**src/dacsp_sync.sv**
```systemverilog
package dacsp_pkg;
    // ***********************************************************
    // frame and code constants
    // ***********************************************************
    localparam int FRAME_BITS = 24;
    localparam int CODE_W = 16;
    localparam int SCLK_MAX_MHZ = 50;
    localparam int CMD_MSB = 23;
    localparam int CMD_LSB = 20;
    localparam int ADDR_A_BIT = 16;
    localparam int ADDR_B_BIT = 19;
    localparam logic [4:0] CNT_FULL = 5'h18;
    localparam logic [15:0] CODE_ZERO = 16'h0000;
    localparam logic [15:0] CODE_MID = 16'h8000;
    localparam logic [3:0] CMD_WRITE = 4'h1;
    localparam logic [3:0] CMD_UPDATE = 4'h2;
    localparam logic [3:0] CMD_WRITE_UPD = 4'h3;
    localparam logic [3:0] CMD_REF = 4'h7;
    localparam logic [3:0] CMD_READBACK = 4'h9;
    // pin vector positions inside the synchroniser
    localparam int PIN_SCLK = 0;
    localparam int PIN_SYNC = 1;
    localparam int PIN_SDI = 2;
    localparam int PIN_LOAD = 3;
    localparam int PIN_RST = 4;
    localparam int PIN_RSEL = 5;
    localparam int PIN_SPAN = 6;
    localparam int PIN_COUNT = 7;
endpackage

`timescale 1ns/1ps
module dacsp_sync #(
    parameter int W = 1
) (
    // clock and reset
    input wire logic core_clk,
    input wire logic rst_n,
    // pins
    input wire logic [W-1:0] pin_in,
    // synchronised level and its previous value
    output logic [W-1:0] lvl,
    output logic [W-1:0] lvl_prev
);
    logic [W-1:0] meta_r;
    logic [W-1:0] lvl_r;
    logic [W-1:0] prev_r;

    always_ff @(posedge core_clk or negedge rst_n) begin
        if (!rst_n) begin
            meta_r <= '1;
            lvl_r <= '1;
            prev_r <= '1;
        end else begin
            meta_r <= pin_in;
            lvl_r <= meta_r;
            prev_r <= lvl_r;
        end
    end

    assign lvl = lvl_r;
    assign lvl_prev = prev_r;
endmodule // dacsp_sync

```
**src/dacsp_top.sv**
```systemverilog
// Contract
// - shift data in on serial clock falls
// - capture one bit per clock after sync
// - input shift register is 24 bits
// - serial output changes on rising edges
// - serial output serves chain or readback
// - load strobe copies new input data
// - strobe works pulsed or held low
// - reset pin acts on falling edge
// - strobe ignored while reset pin low
// - reset loads zero or midscale code
// - power-up code follows level select
// - init waits for reset pin release
// - span times one or two by pin
// - internal reference enabled out of reset
`timescale 1ns/1ps
module dacsp_top
    import dacsp_pkg::*;
(
    // clock and reset
    input wire logic core_clk,
    input wire logic rst_n,
    // serial link pins
    input wire logic serial_clk,
    input wire logic frame_sync_n,
    input wire logic serial_in_line,
    output logic serial_out_line,
    // static and control pins
    input wire logic load_strobe_n,
    input wire logic dev_reset_n,
    input wire logic reset_level_select,
    input wire logic span_select,
    // converter side
    output logic [CODE_W-1:0] dac_a_code,
    output logic [CODE_W-1:0] dac_b_code,
    output logic span_x2,
    output logic ref_internal_en,
    output logic [FRAME_BITS-1:0] frame_word,
    output logic frame_valid
);
    // ***********************************************************
    // pin synchronisation
    // ***********************************************************
    logic [PIN_COUNT-1:0] pins;
    logic [PIN_COUNT-1:0] lvl;
    logic [PIN_COUNT-1:0] prev;

    // reset pin enters inverted: the flops' reset value then reads as held, so
    // nothing initialises or sees an edge before the real pin level is sampled
    assign pins = {span_select, reset_level_select, ~dev_reset_n, load_strobe_n,
                   serial_in_line, frame_sync_n, serial_clk};

    dacsp_sync #(.W(PIN_COUNT)) u_sync (
        .core_clk(core_clk),
        .rst_n(rst_n),
        .pin_in(pins),
        .lvl(lvl),
        .lvl_prev(prev)
    );

    logic sclk_fall;
    logic sclk_rise;
    logic sync_fall;
    logic sync_rise;
    logic load_fall;
    logic rst_fall;
    // the core clock must run well above the serial clock; 50 MHz link needs faster sampling
    assign sclk_fall = prev[PIN_SCLK] & ~lvl[PIN_SCLK];
    assign sclk_rise = ~prev[PIN_SCLK] & lvl[PIN_SCLK];
    assign sync_fall = prev[PIN_SYNC] & ~lvl[PIN_SYNC];
    assign sync_rise = ~prev[PIN_SYNC] & lvl[PIN_SYNC];
    assign load_fall = prev[PIN_LOAD] & ~lvl[PIN_LOAD];
    assign rst_fall = ~prev[PIN_RST] & lvl[PIN_RST];

    function automatic logic [CODE_W-1:0] reset_code(input logic sel);
        return sel ? CODE_MID : CODE_ZERO;
    endfunction

    // ***********************************************************
    // state
    // ***********************************************************
    typedef enum logic [0:0] {DACSP_IDLE, DACSP_SHIFT} dacsp_frame_e;

    dacsp_frame_e state_r, state_nxt;
    logic [FRAME_BITS-1:0] shift_r, shift_nxt;
    logic [4:0] cnt_r, cnt_nxt;
    logic sdo_r, sdo_nxt;
    logic [CODE_W-1:0] in_a_r, in_a_nxt, in_b_r, in_b_nxt;
    logic [CODE_W-1:0] dac_a_r, dac_a_nxt, dac_b_r, dac_b_nxt;
    logic new_a_r, new_a_nxt, new_b_r, new_b_nxt;
    logic init_done_r, init_done_nxt;
    logic span_r, span_nxt;
    logic ref_r, ref_nxt;
    logic [FRAME_BITS-1:0] word_r, word_nxt;
    logic valid_r, valid_nxt;

    always_comb begin
        logic [3:0] cmd;
        logic sel_a;
        logic sel_b;
        logic load_ok;
        logic wr;
        logic upd;
        cmd = shift_r[CMD_MSB:CMD_LSB];
        sel_a = shift_r[ADDR_A_BIT];
        sel_b = shift_r[ADDR_B_BIT];
        wr = 1'b0;
        upd = 1'b0;
        state_nxt = state_r;
        shift_nxt = shift_r;
        cnt_nxt = cnt_r;
        sdo_nxt = sdo_r;
        in_a_nxt = in_a_r;
        in_b_nxt = in_b_r;
        dac_a_nxt = dac_a_r;
        dac_b_nxt = dac_b_r;
        new_a_nxt = new_a_r;
        new_b_nxt = new_b_r;
        init_done_nxt = init_done_r;
        ref_nxt = ref_r;
        word_nxt = word_r;
        valid_nxt = 1'b0;
        span_nxt = lvl[PIN_SPAN];
        // strobe gated by reset pin level
        load_ok = ~lvl[PIN_RST] & init_done_r;

        // ---- serial frame ----
        unique case (state_r)
            DACSP_IDLE: begin
                if (sync_fall) begin
                    state_nxt = DACSP_SHIFT;
                    cnt_nxt = 5'h00;
                end
            end
            DACSP_SHIFT: begin
                // one bit per clock, 24 clocks
                if (sclk_fall && cnt_r != CNT_FULL) begin
                    shift_nxt = {shift_r[FRAME_BITS-2:0], lvl[PIN_SDI]};
                    cnt_nxt = cnt_r + 5'h01;
                end
                // msb out feeds chain or readback
                if (sclk_rise) begin
                    sdo_nxt = shift_r[FRAME_BITS-1];
                end
                if (sync_rise) begin
                    state_nxt = DACSP_IDLE;
                    if (cnt_r == CNT_FULL) begin
                        word_nxt = shift_r;
                        valid_nxt = 1'b1;
                        wr = (cmd == CMD_WRITE) || (cmd == CMD_WRITE_UPD);
                        upd = (cmd == CMD_UPDATE) || (cmd == CMD_WRITE_UPD);
                        if (cmd == CMD_REF) begin
                            ref_nxt = ~shift_r[0];
                        end
                        if (cmd == CMD_READBACK) begin
                            shift_nxt = {8'h00, sel_b ? in_b_r : in_a_r};
                            // first readback bit must stand before the first fall
                            sdo_nxt = shift_nxt[FRAME_BITS-1];
                        end
                    end
                end
            end
        endcase

        // edge pulse or level held low after a write
        if (load_ok && (load_fall || (!lvl[PIN_LOAD] && wr)) || upd) begin
            if (new_a_r || (wr && sel_a) || (upd && sel_a)) begin
                dac_a_nxt = (wr && sel_a) ? shift_r[CODE_W-1:0] : in_a_r;
                new_a_nxt = 1'b0;
            end
            if (new_b_r || (wr && sel_b) || (upd && sel_b)) begin
                dac_b_nxt = (wr && sel_b) ? shift_r[CODE_W-1:0] : in_b_r;
                new_b_nxt = 1'b0;
            end
        end
        // a write in the same cycle as an update keeps its data flag unless consumed
        if (wr && sel_a) begin
            in_a_nxt = shift_r[CODE_W-1:0];
            if (!(load_ok && (load_fall || !lvl[PIN_LOAD])) && !upd) begin
                new_a_nxt = 1'b1;
            end
        end
        if (wr && sel_b) begin
            in_b_nxt = shift_r[CODE_W-1:0];
            if (!(load_ok && (load_fall || !lvl[PIN_LOAD])) && !upd) begin
                new_b_nxt = 1'b1;
            end
        end

        // held off until reset pin high
        if (!init_done_r && !lvl[PIN_RST]) begin
            init_done_nxt = 1'b1;
            in_a_nxt = reset_code(lvl[PIN_RSEL]);
            in_b_nxt = reset_code(lvl[PIN_RSEL]);
            dac_a_nxt = reset_code(lvl[PIN_RSEL]);
            dac_b_nxt = reset_code(lvl[PIN_RSEL]);
            new_a_nxt = 1'b0;
            new_b_nxt = 1'b0;
        end
        if (rst_fall) begin
            in_a_nxt = reset_code(lvl[PIN_RSEL]);
            in_b_nxt = reset_code(lvl[PIN_RSEL]);
            dac_a_nxt = reset_code(lvl[PIN_RSEL]);
            dac_b_nxt = reset_code(lvl[PIN_RSEL]);
            new_a_nxt = 1'b0;
            new_b_nxt = 1'b0;
        end
    end

    always_ff @(posedge core_clk or negedge rst_n) begin
        if (!rst_n) begin
            state_r <= DACSP_IDLE;
            shift_r <= '0;
            cnt_r <= 5'h00;
            sdo_r <= 1'b0;
            in_a_r <= CODE_ZERO;
            in_b_r <= CODE_ZERO;
            dac_a_r <= CODE_ZERO;
            dac_b_r <= CODE_ZERO;
            new_a_r <= 1'b0;
            new_b_r <= 1'b0;
            init_done_r <= 1'b0;
            span_r <= 1'b0;
            ref_r <= 1'b1;
            word_r <= '0;
            valid_r <= 1'b0;
        end else begin
            state_r <= state_nxt;
            shift_r <= shift_nxt;
            cnt_r <= cnt_nxt;
            sdo_r <= sdo_nxt;
            in_a_r <= in_a_nxt;
            in_b_r <= in_b_nxt;
            dac_a_r <= dac_a_nxt;
            dac_b_r <= dac_b_nxt;
            new_a_r <= new_a_nxt;
            new_b_r <= new_b_nxt;
            init_done_r <= init_done_nxt;
            span_r <= span_nxt;
            ref_r <= ref_nxt;
            word_r <= word_nxt;
            valid_r <= valid_nxt;
        end
    end

    // ***********************************************************
    // outputs
    // ***********************************************************
    assign serial_out_line = sdo_r;
    assign dac_a_code = dac_a_r;
    assign dac_b_code = dac_b_r;
    assign span_x2 = span_r;
    assign ref_internal_en = ref_r;
    assign frame_word = word_r;
    assign frame_valid = valid_r;
endmodule // dacsp_top

```
**config.mk**
```make
export PLATFORM = sky130hd
export DESIGN_NAME = dacsp_top
export DESIGN_NICKNAME = d
export VERILOG_FILES = /design/src/dacsp_sync.sv /design/src/dacsp_top.sv
export SDC_FILE = /design/constraint.sdc
export NUM_CORES = 1
export LEC_CHECK = 0
export ABC_AREA = 1
export BUFFER_PORTS_ARGS = -buffer_cell sky130_fd_sc_hd__buf_2
export CORE_AREA = 3 3 145 147
export DETAILED_ROUTE_END_ITERATION = 6
export DIE_AREA = 0 0 148 150
export PLACE_DENSITY = 0.52
export SKIP_LAST_GASP = 1
export SLEW_MARGIN = 25
export SYNTH_ARGS = -nofsm -noshare
export SYNTH_HDL_FRONTEND = slang
export SYNTH_SLANG_ARGS = --single-unit
```
**constraint.sdc**
```tcl
create_clock -name core_clk -period 2.7 [get_ports core_clk]
set_clock_uncertainty 0.2 [all_clocks]
set_input_delay 0.27 -clock core_clk [delete_from_list [all_inputs] [get_ports core_clk]]
set_output_delay 0.27 -clock core_clk [all_outputs]
set_load 0.01 [all_outputs]
```
==> results.md <==
STA:
- Setup repair after global routing left no endpoint under its margin.
- For this run, the top clock speed supported by timing is 0.424 GHz.
- Setup violations remaining at the end of the flow were counted as 0.
- The worst-margin pin slew is 0.655 ns.
- The number of hold violations in the final report is 0.
- The final period demand of the worst path is 2.36 ns.
- The total count of max-transition violations in the final report is 0.
- The worst path meets setup with between 0.3 and 0.4 ns of slack.
- In this run the tightest slew margin relative to its limit is roughly 56%.
- The total negative slack is 0 ns.
- After layout, the worst path uses 87.3% of the clock period.

Detailed routing:
- After detailed routing, the number of remaining DRC violations is 0.
- The total wirelength of the detailed-routed design is 14.4 mm.
- In the final routed layout, each cell accounts on average for 14.4 um.
- The via count is about 4400.
- The DRC marker count from the first detailed-route iteration is roughly 250.
- The detailed-route vias per instance is 4.40.
- In this run the remaining antenna-violating nets after routing total 0.
- For this run, the detailed router's first-pass iteration total came to 5.

Worst setup path:
- For flop-to-flop paths, the worst setup slack is 0.34 ns.
- Counting cells, the worst reg-to-reg path comes to 13.
- STA classifies the critical path startpoint as a flop.
- The largest fanout on the critical path is 16.
- The critical path starts at cnt_r[0]$_DFFE_PN0P_.
- The critical path data arrival time is about 2.5 ns.
- The capture point of the critical path is dac_b_code[7]$_DFFE_PN0P_.
- The capturing element type of the critical path is a flop.
- The startpoint of the most critical register-to-register path is cnt_r[0]$_DFFE_PN0P_.
- For the worst setup path, the data required time is 2.80 ns.
- The endpoint of the lowest-slack register-to-register path is dac_b_code[7]$_DFFE_PN0P_.
- The worst setup path is of the reg2reg kind.

Placement:
- The cell count after placement is 957.
- In this run the tool buffered the top-level ports with between 60 and 70 buffer cells.
- The placer's final routability congestion estimate is 0.798.
- The minimum setup slack after placement is 0.333 ns.
- The estimated wirelength of the detail-placed design is around 10 mm.
- The cell area after placement is 0.00661 mm2.

Yosys:
- The fraction of the mapped netlist area in simple logic gates is a little under a fifth.
- Synthesis produced 631 cells.
- The synthesized netlist devotes 0.296% of its cell area to XOR and XNOR gates.
- A synthesized cell averages between 9 and 10 um2.
- Summing the areas of all compound-gate instances in the mapped netlist gives 11.1% of the synthesized area.
- After synthesis, the largest family of logic cells by area is simple AND/OR/NAND/NOR gates.
- The combined area of all synthesized cells is 0.00591 mm2.
- After synthesis, the share of cell area in mux cells is 2.54%.
- The number of distinct library cells after synthesis is 30.
- The adder and majority cell fraction of the synthesized area is 0.423%.
- For this run, the number of Yosys warnings is 0.
- The share of the yosys chip area belonging to registers is 61.0%.
- The post-synth net total is 642.
- The post-synthesis register bit count is 143.

Clock network:
- The tree is rooted in a sky130_fd_sc_hd__clkbuf_16.
- The total CTS buffers is 17.
- Clock-pin slew was measured on the worst setup and hold paths at around 0.06 ns.
- For the worst-skew pair, the clock arrives at the later sink with an insertion delay of 0.42 ns.
- The CTS tree is yes.
- The number of cells upsized or downsized after cts is 0.
- CTS saw about 140 sinks.
- The clock passes through at most 2 buffers.
- The H-tree depth is 4.

Pwr:
- The internal portion of the total power is 0.00383 W.
- Sequential cells burn between 40% and 50% of the power.
- Of the total power, combinational logic draws between 10% and 20%.
- The analysis attributes to net switching a power of about 0.0015 W.
- Net switching is 28.7% of the power.
- IR analysis of the VDD net gives a maximum drop of 0.397 mV.
- The power per standard cell area is 743 mW/mm2.
- Summed over all cells, the static leakage comes to ~3.7 nW.
- The relative contribution of the clock network to total power is 39.9%.
- The post-layout total power is 0.00537 W.

Finish:
- The share of layout cells above drive strength 1 is 20.6%.
- The finished cells cover a little over 0.007 mm2.
- The net count of the finished layout is between 700 and 800.
- The area growth from synthesis to layout is 22.3%.
- The antenna diode count is 0.
- The final standard cell count with taps included and fillers excluded is 997.

Floorplan:
- The cell row count is 52.
- The core region is 0.0200 mm2.
- The die is 148 um wide.
- In this run the count of I/O pins placed on the die edge is 69.
- The initial core utilization is around 29%.
- The floorplan step set the die height to 150 um.
- The die outline area is 0.0222 mm2.

Global routing:
- The aggregate global routing overflow is 0.
- The via count of the first global-routing pass is 4427.
- The all-layer global routing usage is between 10% and 20%.
- The global-route wire length before repair is about 24 mm.
- Entering global routing, the biggest net connects 70 pins.
- The initial antenna violation count is 0.

Worst hold path:
- The class of the tightest hold or removal check is reg2reg.

Status:
- The flow ran to the end, and the final reports show no timing, DRC or antenna violations.

Job:
- The max-cap violation count is 0.
-- worst max-delay path, stage by stage (launching register included) --
cell and delay (ns):
sky130_fd_sc_hd__dfrtp_1 0.39, sky130_fd_sc_hd__inv_1 0.09, sky130_fd_sc_hd__ha_1 0.14, sky130_fd_sc_hd__nand2_1 0.06
sky130_fd_sc_hd__inv_1 0.07, sky130_fd_sc_hd__nand2_2 0.08, sky130_fd_sc_hd__nor2_4 0.18, sky130_fd_sc_hd__nand2_2 0.11
sky130_fd_sc_hd__o21bai_2 0.14, sky130_fd_sc_hd__nand2_1 0.08, sky130_fd_sc_hd__nand2_2 0.23, sky130_fd_sc_hd__nand2_2 0.28
sky130_fd_sc_hd__nand2_1 0.13, sky130_fd_sc_hd__nand2_1 0.07
-- cells by family after synthesis --
kind of cell,Yosys count
AND/OR/NAND/NOR,274
flip-flops,143
AO/OA/AOI/OAI,116
buffers and inverters,79
multiplexers,15
XOR/XNOR,2
adder cells (fa/ha/maj),2
-- flip-flops by register name, summed over array words and instances (netlist names), 5 cells and up --
signal	count
cnt_r	5
dac_a_code	16
dac_b_code	16
frame_word	24
in_a_r	16
in_b_r	16
shift_r	24
u_sync.lvl	7
u_sync.meta_r	7
-- metrics by stage --
step	util, %	hold WS [ns]
2_1_floorplan	-	-0.226
6_report	36.1	0.155
3_3_place_gp	33.0	0.132
5_1_grt	36.1	0.154
3_5_place_dp	33.0	0.138
4_1_cts	36.1	0.154
-- metal layers --
metal	share of wire (%)	GRT usage [%]	up-vias
li1	-	-	2233
met3	4.6	3.18	13
met5	0	0	-
met2	40	18.7	93
met4	1.3	4.62	0
met1	54	21.7	2052
-- layout by cell type (no fill, tap or decap), drive strengths merged --
cell type      n
clkinvlp       5
o21bai         1
clkbuf        21
and3           1
o21ai         84
mux2i         15
o211ai        18
buf           85
inv           50
ha             2
dfstp         19
nand4          3
nor2          79
xor2           2
clkinv         5
nand3         39
or2            1
nand2        149
dlygate4sd3    8
bufinv         1
nor4           1
a21oi         10
o22ai          3
dfrtp        124
nor3           1
-- power by group through the flow --
stage          registers (W)  clock network [W]  logic (W)
2_1_floorplan        0.00256                  0   0.000396
4_1_cts              0.00263            0.00221   0.000605
3_3_place_gp         0.00267                  0   0.000587
5_1_grt              0.00267            0.00231   0.000691
6_report             0.00263            0.00214   0.000593
3_5_place_dp         0.00266                  0   0.000594
-- cell type report --
class / count / area, um2
clock buffer: 21 / 440
clock inverter: 11 / 96.3
fill: 2103 / 12800
inverter: 50 / 188
multi-input combinational: 409 / 1970
sequential: 143 / 3600
tap: 270 / 338
timing repair buffer: 93 / 592
-- how the worst min path moves through the flow --
stage,start,end,slack (ns),depth (start not counted)
floorplan,rst_n,cnt_r[0]$_DFFE_PN0P_,-0.23,0
global placement,rst_n,dac_a_code[1]$_DFFE_PN0P_,0.13,1
detailed placement,rst_n,dac_a_code[1]$_DFFE_PN0P_,0.14,1
CTS,u_sync.meta_r[0]$_DFF_PN1_,u_sync.lvl[0]$_DFF_PN1_,0.15,0
global route,u_sync.meta_r[0]$_DFF_PN1_,u_sync.lvl[0]$_DFF_PN1_,0.15,0
finish,u_sync.meta_r[2]$_DFF_PN1_,u_sync.lvl[2]$_DFF_PN1_,0.15,0
-- synth_stat cells (all sizes together) --
cell type,number,share of area [%]
o21ai,84,7.2
nand4,3,0.32
mux2i,15,2.5
xor2,2,0.30
nor2,79,5.3
nor4,1,0.11
dfstp,19,8.4
ha,2,0.42
and3,1,0.11
nand3,39,3.3
o22ai,3,0.32
o21bai,1,0.19
o211ai,18,2.5
buf,12,1.4
nand2,149,9.7
inv,50,3.2
or2,1,0.11
dfrtp,124,53
a21oi,10,0.85
nor3,1,0.085
clkbuf,17,1.1
-- repair_timing --
action,in CTS,in global routing
hold endpoints to repair,54,0
buffers inserted,0,0
hold buffers,8,0
No activity file was read; power rests on OpenSTA's default activity.
